[config.mk]
export PLATFORM = sky130hd
export DESIGN_NAME = pio_bus_master
export DESIGN_NICKNAME = d
export VERILOG_FILES = /design/src/pkg/pio_bus_pkg.sv /design/src/verilog/pio_bus_master.sv
export SDC_FILE = /design/constraint.sdc
export NUM_CORES = 1
export LEC_CHECK = 0
export BUFFER_PORTS_ARGS = -buffer_cell sky130_fd_sc_hd__buf_4
export CAP_MARGIN = 0
export CORE_UTILIZATION = 30
export DETAILED_ROUTE_END_ITERATION = 16
export MAX_ROUTING_LAYER = met4
export REMOVE_ABC_BUFFERS = 1
export SYNTH_ARGS = -nofsm -noshare
export SYNTH_HDL_FRONTEND = slang
export SYNTH_SLANG_ARGS = --single-unit
[constraint.sdc]
create_clock -name ref_clk -period 2.6 [get_ports ref_clk]
set_input_delay 0.52 -clock ref_clk [delete_from_list [all_inputs] [get_ports ref_clk]]
set_output_delay 0.52 -clock ref_clk [all_outputs]
set_load 0.02 [all_outputs]
[src/pkg/pio_bus_pkg.sv]
// Constants and types for the parallel asynchronous I/O bus master
package pio_bus_pkg;

  // Function-select codes, high level read as 1 (low = 0)
  typedef enum logic [2:0] {
    FN_STORE_BYTE = 3'h0,
    FN_FETCH      = 3'h1,
    FN_STORE_WORD = 3'h2,
    FN_RESET      = 3'h3,
    FN_POLL3      = 3'h4,
    FN_POLL2      = 3'h5,
    FN_POLL1      = 3'h6,
    FN_POLL0      = 3'h7
  } fn_type;

  // Processor-side command requests
  typedef enum logic [1:0] {
    CMD_FETCH = 2'h0,
    CMD_STORE = 2'h1,
    CMD_RESET = 2'h2
  } cmd_type;

  // Bus sequencer states, one bit changes per step from ST_IDLE to ST_DEAD and from ST_DGRANT to ST_DEND
  typedef enum logic [3:0] {
    ST_IDLE   = 4'h0,
    ST_SETUP  = 4'h1,
    ST_WAIT   = 4'h3,
    ST_REL    = 4'h2,
    ST_DEAD   = 4'h6,
    ST_DGRANT = 4'h7,
    ST_DWAIT  = 4'h5,
    ST_DADDR  = 4'h4,
    ST_DXFER  = 4'hC,
    ST_DEND   = 4'hD
  } state_type;

  localparam int CLK_PERIOD_NS   = 50;
  // Address/mode/data setup before the strobe, least 85 ns
  localparam int SETUP_NS        = 85;
  localparam int SETUP_CYC       =
    (SETUP_NS + CLK_PERIOD_NS - 1) / CLK_PERIOD_NS;
  // Response wait limit, 10 us, longest time rounds down
  localparam int TIMEOUT_US      = 10;
  localparam int TIMEOUT_CYC     = TIMEOUT_US * 1000 / CLK_PERIOD_NS;
  // Strobe dead time between cycles, 100 ns
  localparam int DEAD_NS         = 100;
  localparam int DEAD_CYC        =
    (DEAD_NS + CLK_PERIOD_NS - 1) / CLK_PERIOD_NS;
  localparam int CNT_W           = 8;
  localparam logic [15:0] DATA_RESET = 16'h0000;

endpackage

[src/verilog/pio_bus_master.sv]
// Processor-side sequencer of the parallel asynchronous I/O bus
`timescale 1ns/1ps

// Summary of operation
// - Bus lines active low, mode binary
// - Mode codes: stores, fetch, reset, polls
// - Fetch: address and mode before strobe
// - On response capture data, drop strobe
// - Word fetch full, byte to low byte
// - Store: address, mode, data before strobe
// - Store completes on response, strobe released
// - Hold bus stable up to 10 us
// - No response in 10 us: error
// - DMA request honoured after current cycle
// - Grant with strobe and poll-level-zero code
// - Chain responds, copy data to address
// - Restrobe for transfer, response ends grant
// - Four levels, bit seven highest priority
// - Sample requests at instruction end
// - Poll the highest pending level
// - Pick highest asserted low data bit
// - Word and byte, 64K byte space
// - Parallel levels above serial level
module pio_bus_master (
  input  wire logic        ref_clk,        // System clock, 20 MHz
  input  wire logic        rst_n,          // Asynchronous reset
  // Processor side
  input  wire logic        cmd_valid,      // Request a bus cycle
  input  wire logic [1:0]  cmd_kind,       // Fetch, store or reset
  input  wire logic        cmd_byte,       // Byte transfer when high
  input  wire logic [15:0] cmd_addr,       // Byte address
  input  wire logic [15:0] cmd_wdata,      // Store data
  output logic             cmd_ready,      // Sequencer idle
  output logic             cmd_done,       // Cycle finished pulse
  output logic [15:0]      cmd_rdata,      // Fetched data
  output logic             bus_error,      // Timeout pulse
  input  wire logic        instr_end,      // End of instruction
  input  wire logic        serial_irq,     // Serial bus request
  output logic             irq_valid,      // Interrupt vector pulse
  output logic [2:0]       irq_level,      // 4 = serial level
  output logic [2:0]       irq_bit,        // Winning device bit
  output logic             dma_active,     // Bus lent to DMA
  // Bus pins, all active low except the mode lines
  output logic [15:0]      bus_address_lines_n,
  input  wire logic [15:0] bus_data_lines_n_in,
  output logic [15:0]      bus_data_lines_n_out,
  output logic [15:0]      bus_data_lines_n_oe,
  output logic [2:0]       bus_mode,
  output logic             bus_init_n,
  input  wire logic        cycle_response_n,
  input  wire logic        dma_request_line_n,
  output logic             dma_grant_line_n,
  input  wire logic [3:0]  parallel_irq_line_n
);

  pio_bus_pkg::state_type  state_q;      // Sequencer state
  logic [pio_bus_pkg::CNT_W-1:0] cnt_q;  // Setup/dead counter
  logic [8:0]              tmo_q;        // Response wait counter
  logic [15:0]             addr_q;       // Driven address
  logic [15:0]             wdata_q;      // Driven data
  logic                    drive_q;      // Data lines driven
  logic [2:0]              mode_q;       // Driven mode code
  logic                    init_q;       // Strobe asserted
  logic                    grant_q;      // Grant asserted
  logic                    fetch_q;      // Current cycle is a fetch
  logic                    poll_q;       // Current cycle is a poll
  logic                    byte_q;       // Byte transfer
  logic                    addr_lo_q;    // Byte lane select
  logic [1:0]              poll_lvl_q;   // Level being polled
  logic                    irq_pend_q;   // Poll scheduled
  logic                    rsp;          // Response, active high
  logic [15:0]             din;          // Data lines, active high
  logic [3:0]              irq_req;      // Levels requesting
  logic [2:0]              win_bit;      // Priority bit encoder
  logic                    win_any;      // Any bit asserted

  // Invert the active-low pins once at the edge
  assign rsp     = ~cycle_response_n;
  assign din     = ~bus_data_lines_n_in;
  assign irq_req = ~parallel_irq_line_n;

  // Bus pins from registers; open collector drives low only
  assign bus_address_lines_n  = ~addr_q;
  assign bus_data_lines_n_out = 16'h0000;
  assign bus_data_lines_n_oe  = drive_q ? wdata_q : 16'h0000;
  assign bus_mode             = mode_q;
  assign bus_init_n           = ~init_q;
  assign dma_grant_line_n     = ~grant_q;
  assign cmd_ready  = (state_q == pio_bus_pkg::ST_IDLE) && !irq_pend_q;
  assign dma_active = grant_q;

  // Highest asserted low data bit wins, bit 7 first
  always_comb begin
    win_bit = 3'h0;
    win_any = 1'b0;
    for (int i = 0; i < 8; i++) begin
      if (din[i]) begin
        win_bit = 3'(i);
        win_any = 1'b1;
      end
    end
  end

  // Interrupt scheduling at the end of an instruction
  always_ff @(posedge ref_clk or negedge rst_n) begin
    if (!rst_n) begin
      irq_pend_q <= 1'b0;
      poll_lvl_q <= 2'h0;
    end else if (state_q == pio_bus_pkg::ST_IDLE && instr_end &&
                 !irq_pend_q && irq_req != 4'h0) begin
      irq_pend_q <= 1'b1;
      // Highest level first
      if (irq_req[3])      poll_lvl_q <= 2'h3;
      else if (irq_req[2]) poll_lvl_q <= 2'h2;
      else if (irq_req[1]) poll_lvl_q <= 2'h1;
      else                 poll_lvl_q <= 2'h0;
    end else if (state_q == pio_bus_pkg::ST_SETUP && poll_q) begin
      irq_pend_q <= 1'b0;
    end
  end

  // Main bus sequencer
  always_ff @(posedge ref_clk or negedge rst_n) begin
    if (!rst_n) begin
      state_q   <= pio_bus_pkg::ST_IDLE;
      cnt_q     <= '0;
      tmo_q     <= '0;
      addr_q    <= 16'h0000;
      wdata_q   <= pio_bus_pkg::DATA_RESET;
      drive_q   <= 1'b0;
      mode_q    <= pio_bus_pkg::FN_POLL0;
      init_q    <= 1'b0;
      grant_q   <= 1'b0;
      fetch_q   <= 1'b0;
      poll_q    <= 1'b0;
      byte_q    <= 1'b0;
      addr_lo_q <= 1'b0;
      cmd_rdata <= pio_bus_pkg::DATA_RESET;
      cmd_done  <= 1'b0;
      bus_error <= 1'b0;
      irq_valid <= 1'b0;
      irq_level <= 3'h0;
      irq_bit   <= 3'h0;
    end else begin
      cmd_done  <= 1'b0;
      bus_error <= 1'b0;
      irq_valid <= 1'b0;
      case (state_q)
        pio_bus_pkg::ST_IDLE: begin
          cnt_q <= '0;
          tmo_q <= '0;
          if (!dma_request_line_n) begin
            // DMA granted between cycles
            mode_q  <= pio_bus_pkg::FN_POLL0;
            drive_q <= 1'b0;
            grant_q <= 1'b1;
            state_q <= pio_bus_pkg::ST_DGRANT;
          end else if (irq_pend_q) begin
            poll_q  <= 1'b1;
            fetch_q <= 1'b0;
            drive_q <= 1'b0;
            // Poll code for the chosen level
            mode_q  <= 3'h7 - {1'b0, poll_lvl_q};
            state_q <= pio_bus_pkg::ST_SETUP;
          end else if (instr_end && serial_irq && irq_req == 4'h0) begin
            // Serial level only when no parallel level waits
            irq_valid <= 1'b1;
            irq_level <= 3'h4;
            irq_bit   <= 3'h0;
          end else if (cmd_valid) begin
            // Lines set before the strobe
            poll_q    <= 1'b0;
            addr_q    <= cmd_addr;
            addr_lo_q <= cmd_addr[0];
            byte_q    <= cmd_byte;
            wdata_q   <= cmd_wdata;
            fetch_q   <= (cmd_kind == pio_bus_pkg::CMD_FETCH);
            drive_q   <= (cmd_kind == pio_bus_pkg::CMD_STORE);
            if (cmd_kind == pio_bus_pkg::CMD_FETCH)
              mode_q <= pio_bus_pkg::FN_FETCH;
            else if (cmd_kind == pio_bus_pkg::CMD_STORE)
              mode_q <= cmd_byte ? pio_bus_pkg::FN_STORE_BYTE
                                 : pio_bus_pkg::FN_STORE_WORD;
            else
              mode_q <= pio_bus_pkg::FN_RESET;
            state_q <= pio_bus_pkg::ST_SETUP;
          end
        end
        pio_bus_pkg::ST_SETUP: begin
          // Hold setup time, then assert the strobe
          if (cnt_q == pio_bus_pkg::CNT_W'(pio_bus_pkg::SETUP_CYC - 1)) begin
            init_q  <= 1'b1;
            cnt_q   <= '0;
            state_q <= pio_bus_pkg::ST_WAIT;
          end else begin
            cnt_q <= cnt_q + 1'b1;
          end
        end
        pio_bus_pkg::ST_WAIT: begin
          // Lines stay stable while waiting
          if (rsp) begin
            init_q  <= 1'b0;
            if (poll_q) begin
              irq_valid <= win_any;
              irq_level <= {1'b0, poll_lvl_q};
              irq_bit   <= win_bit;
            end else if (fetch_q) begin
              // Word whole, byte lane to low byte
              if (!byte_q)
                cmd_rdata <= din;
              else if (addr_lo_q)
                cmd_rdata <= {8'h00, din[15:8]};
              else
                cmd_rdata <= {8'h00, din[7:0]};
            end
            cmd_done <= !poll_q;
            state_q  <= pio_bus_pkg::ST_REL;
          end else if (tmo_q == 9'(pio_bus_pkg::TIMEOUT_CYC - 1)) begin
            // No answer within 10 us
            init_q    <= 1'b0;
            bus_error <= 1'b1;
            cmd_done  <= !poll_q;
            state_q   <= pio_bus_pkg::ST_REL;
          end else begin
            tmo_q <= tmo_q + 1'b1;
          end
        end
        pio_bus_pkg::ST_REL: begin
          drive_q <= 1'b0;
          cnt_q   <= '0;
          state_q <= pio_bus_pkg::ST_DEAD;
        end
        pio_bus_pkg::ST_DEAD: begin
          // Strobe dead time before the next cycle
          if (cnt_q == pio_bus_pkg::CNT_W'(pio_bus_pkg::DEAD_CYC - 1)) begin
            state_q <= pio_bus_pkg::ST_IDLE;
          end else begin
            cnt_q <= cnt_q + 1'b1;
          end
        end
        pio_bus_pkg::ST_DGRANT: begin
          init_q  <= 1'b1;
          tmo_q   <= '0;
          state_q <= pio_bus_pkg::ST_DWAIT;
        end
        pio_bus_pkg::ST_DWAIT: begin
          if (rsp) begin
            // Chain end answered: take DMA address
            init_q  <= 1'b0;
            addr_q  <= din;
            state_q <= pio_bus_pkg::ST_DADDR;
          end else if (tmo_q == 9'(pio_bus_pkg::TIMEOUT_CYC - 1)) begin
            init_q    <= 1'b0;
            grant_q   <= 1'b0;
            bus_error <= 1'b1;
            state_q   <= pio_bus_pkg::ST_REL;
          end else begin
            tmo_q <= tmo_q + 1'b1;
          end
        end
        pio_bus_pkg::ST_DADDR: begin
          // Mode held at poll-level-zero code, wait dead time and response release, then restrobe
          if (cnt_q == pio_bus_pkg::CNT_W'(pio_bus_pkg::DEAD_CYC - 1)) begin
            if (!rsp) begin
              init_q  <= 1'b1;
              tmo_q   <= '0;
              state_q <= pio_bus_pkg::ST_DXFER;
            end
          end else begin
            cnt_q <= cnt_q + 1'b1;
          end
        end
        pio_bus_pkg::ST_DXFER: begin
          if (rsp || tmo_q == 9'(pio_bus_pkg::TIMEOUT_CYC - 1)) begin
            // Response withdraws the grant
            bus_error <= !rsp;
            init_q    <= 1'b0;
            grant_q   <= 1'b0;
            state_q   <= pio_bus_pkg::ST_DEND;
          end else begin
            tmo_q <= tmo_q + 1'b1;
          end
        end
        pio_bus_pkg::ST_DEND: begin
          mode_q  <= pio_bus_pkg::FN_POLL0;
          cnt_q   <= '0;
          state_q <= pio_bus_pkg::ST_DEAD;
        end
        default: begin
          state_q <= pio_bus_pkg::ST_IDLE;
        end
      endcase
    end
  end

  // Strobe rises only after the setup count
  a_setup_before_init: assert property (@(posedge ref_clk)
    disable iff (!rst_n)
    $rose(init_q) && !grant_q |-> $past(state_q) == pio_bus_pkg::ST_SETUP)
    else $error("Strobe raised without setup");

  // Bus stable while waiting
  a_stable_wait: assert property (@(posedge ref_clk)
    disable iff (!rst_n)
    state_q == pio_bus_pkg::ST_WAIT && $past(state_q) ==
      pio_bus_pkg::ST_WAIT |-> $stable(addr_q) && $stable(mode_q))
    else $error("Bus changed during wait");

  // Response drops the strobe next cycle
  a_rsp_release: assert property (@(posedge ref_clk)
    disable iff (!rst_n)
    state_q == pio_bus_pkg::ST_WAIT && rsp |=> !init_q)
    else $error("Strobe held after response");

  // Timeout flags an error exactly at the limit
  a_timeout_err: assert property (@(posedge ref_clk)
    disable iff (!rst_n)
    bus_error |-> $past(tmo_q) == 9'(pio_bus_pkg::TIMEOUT_CYC - 1))
    else $error("Error without full wait");

  // Grant comes with the poll-level-zero code
  a_grant_mode: assert property (@(posedge ref_clk)
    disable iff (!rst_n)
    $rose(grant_q) |-> mode_q == pio_bus_pkg::FN_POLL0)
    else $error("Grant with wrong mode");

  // DMA transfer response withdraws grant
  a_grant_drop: assert property (@(posedge ref_clk)
    disable iff (!rst_n)
    state_q == pio_bus_pkg::ST_DXFER && rsp |=> !grant_q)
    else $error("Grant held after transfer");

  // Captured DMA address appears on address lines
  a_dma_addr: assert property (@(posedge ref_clk)
    disable iff (!rst_n)
    state_q == pio_bus_pkg::ST_DWAIT && rsp |=> addr_q == $past(din))
    else $error("DMA address not copied");

  // Byte fetch clears the upper byte
  a_byte_fetch: assert property (@(posedge ref_clk)
    disable iff (!rst_n)
    cmd_done && fetch_q && byte_q && !bus_error |-> cmd_rdata[15:8] == 8'h00)
    else $error("Byte fetch upper byte set");

endmodule

==> run summary <==
Outcome: complete, no violations
Final setup fails: 0
Initial drt markers: 241
Worst rel slew slack: 40.1%
Slew Viols, Final: 0
Worst slew pin tran: 0.891 ns
Vias per inst: 4.77
Die ar.: 0.0165 mm2
CP Capture Point: cmd_ready
Drt pass-1 iters: 4
Chip height: 129 um
Synth cell count leaders: dfrtp_1, nand2_1, o21ai_0
Cell variety after synth: 62
Worst-skew pair later-pin latency: 0.34 ns
Clock Sink Count: 91
Largest net degree at the start of global routing: 48
Clk pin slew, worst setup/hold paths: 0.06 ns
Sw frac: 38.3%
RSZ-0062 raised after global routing: false
DR WL/cell: 14.8 um
Maxcap violations: 0
First-pass GRT wire length: 19400 um
Initial antenna violation count: 0
Drt drc: 0
Vias in the first global route: 3789
Setup bufs post-CTS: 0
Worst R2R Start: state_q[0]$_DFFE_PN0P_
Synth Instances: 486
Comb pwr share: 42.0%
Post-CTS Hold Buffers: 0
Worst VDD drop: 0.428 mV
Min-delay worst type: input port to asynchronous set/reset pin
Most common cell in the netlist: dfrtp_1
Placed Instance Area: 0.00593 mm2
Synthesized area: 0.00480 mm2
Yosys warns: 0
Antenna viol nets, final: 0
Met1 Use GR: 19.7%
M2 GR Usage: 25.0%
Crit. End Element: primary output
Post-Route Utilization: 40.3%
Synth Flop Type: dfrtp_1
Fin. Hold Viols: 0
Final Skew: 0.00622 ns
Post-CTS sizing: 0
Clock Power Share: 20.7%
Final nets: 675
CP Data Arrival Time: 1.73 ns
CTS tree: done
Design area: 0.00622 mm2
Share of the synthesized area in the top cell type: 45.9%
Syn_area_per_cell: 9.88 um2
Grt met3 use: 2.74%
Async S/R FF share, synth: 100%
Worst EP required: 2.08 ns
PortBufs: 125
Core Rows: 45
Leakage power: 3.00 nW
Worst hold slack: 0.181 ns
CTS Root Cell: clkbuf_16
Psw: 0.00233 W
CP startpoint: state_q[0]$_DFFE_PN0P_
Clock Path Buffers: 2
Initial Utilization: 31.1%
Post-synth EDFFs: 0
Pwr Density: 976 mW/mm2
Detail Placement HPWL: 9200 um
Yosys reg bits: 91
Crit-path max FO: 21
Sequential area share after synthesis: 47.5%
Worst reg-to-reg path cell count: 5
Largest cells by area after synthesis: dfrtp_1, mux2_2, o21ai_0, nand2_1, inv_1
Startpoint Class: register
Crit Path Class: register to primary output
I/O Pins: 142
Leading area contributor after synthesis: dfrtp_1
Reg-to-Reg End: irq_bit[1]$_DFFE_PN0P_
Setup slack, reg-to-reg: 0.42 ns
RD Place Congestion: 0.834
GRT Overall Usage: 15.7%
Max Clk Rate: 443 MHz
CTS Buf Count: 9
Via count: 3938
Ratio of cells with drive above 1 in the final layout: 33.7%
Total Wirelength: 12200 um
Tcrit/Tclk final: 86.7%
Reg power frac: 37.3%
Final min period: 2.25 ns
Grt peak-use layer: met2
Layout area overhead: 29.5%
# H-tree levels: 3
Grt total ovfl: 0
Ant diodes: 0
P_int: 0.00375 W
Core ar.: 0.0154 mm2
Die Width: 129 um
-- final cells by class --
class	count	area, um2
fillers	1555	9210
multi-input cells	336	2220
repair buffers	135	1030
flip-flops and latches	91	2280
clock inverters	5	37.5
clock buffers	11	253
well taps	211	264
inverters	37	139
-- worst min-delay path by stage --
stage / startpoint / end / slack, ns / cells after the start
after CTS: rst_n / wdata_q[2]$_DFFE_PN0P_ / 0.20 / 1
final: rst_n / addr_q[0]$_DFFE_PN0P_ / 0.18 / 1
after global placement: wdata_q[3]$_DFFE_PN0P_ / wdata_q[3]$_DFFE_PN0P_ / 0.46 / 1
after global routing: rst_n / wdata_q[2]$_DFFE_PN0P_ / 0.23 / 1
after detailed placement: fetch_q$_DFFE_PN0P_ / fetch_q$_DFFE_PN0P_ / 0.47 / 2
after floorplan: rst_n / addr_lo_q$_DFFE_PN0P_ / 0.22 / 0
-- kinds of logic (layout without fill, tap and decap cells) --
family	count (synthesis)	in the layout	synth area share, %
other	1	16	0.0781
flip-flops	91	91	47.5
multiplexers	48	48	11.1
buffers and inverters	74	188	7.53
adder cells (fa/ha/maj)	3	3	0.782
AND/OR/NAND/NOR	148	148	15.9
AO/OA/AOI/OAI	120	120	16.9
XOR/XNOR	1	1	0.182
-- registers in the layout, summed over array words and instances (netlist names), 2 cells and up --
register / count
addr_q: 16
bus_mode: 3
state_q: 4
poll_lvl_q: 2
cmd_rdata: 16
irq_level: 3
irq_bit: 3
tmo_q: 9
cnt_q: 8
wdata_q: 16
-- metrics by stage --
step	cells	worst slack [ns]	total power, W	TNS (ns)
6_report	826	0.345	0.00607	0
5_1_grt	826	0.217	0.00650	0
4_1_cts	826	0.340	0.00615	0
3_5_place_dp	810	0.442	0.00486	0
3_3_place_gp	810	0.480	0.00478	0
2_1_floorplan	464	-0.666	0.00388	-14.84
-- layer usage --
metal  share of wire, %  wire length (um)  vias up
met5                  0                 0        -
met4                1.6               190        0
met3                4.7               572       14
met2                 48              5910      105
li1                   -                 -     1932
met1                 46              5570     1887
-- worst max-delay path: stages, from the launching register on --
cell	delay, ns
dfrtp_1	0.61
or2_2	0.43
nor3_2	0.15
buf_4	0.19
-- placed cells by master, fill, tap and decap left out, types with 3 or more instances in the layout --
cell type / netlist / routed
mux2_1: 6 / 6
clkbuf_16: 0 / 9
ha_1: 3 / 3
nand2_1: 54 / 54
buf_4: 17 / 134
mux2i_1: 6 / 6
nand4_1: 6 / 6
o21ai_0: 43 / 43
a211oi_1: 3 / 3
conb_1: 1 / 16
dfrtp_1: 88 / 88
mux2_2: 36 / 36
o22ai_1: 3 / 3
and3_1: 9 / 9
o31a_1: 4 / 4
a22o_1: 11 / 11
nor2_1: 21 / 21
a21oi_1: 12 / 12
nor2b_1: 7 / 7
nand3_1: 13 / 13
inv_1: 37 / 37
nor3_1: 6 / 5
a31oi_1: 5 / 5
o21a_1: 3 / 3
o31ai_1: 13 / 13
and2_1: 18 / 18
dfstp_2: 3 / 3
-- power by group through the flow --
stage                     logic (W)  clock network [W]  registers [W]
after floorplan             0.00159                  0        0.00229
after global placement      0.00252                  0        0.00227
after detailed placement    0.00256                  0        0.00229
after CTS                   0.00257            0.00131        0.00227
after global routing        0.00280            0.00137        0.00234
final                       0.00255            0.00126        0.00226
No activity file was read; power rests on OpenSTA's default activity.
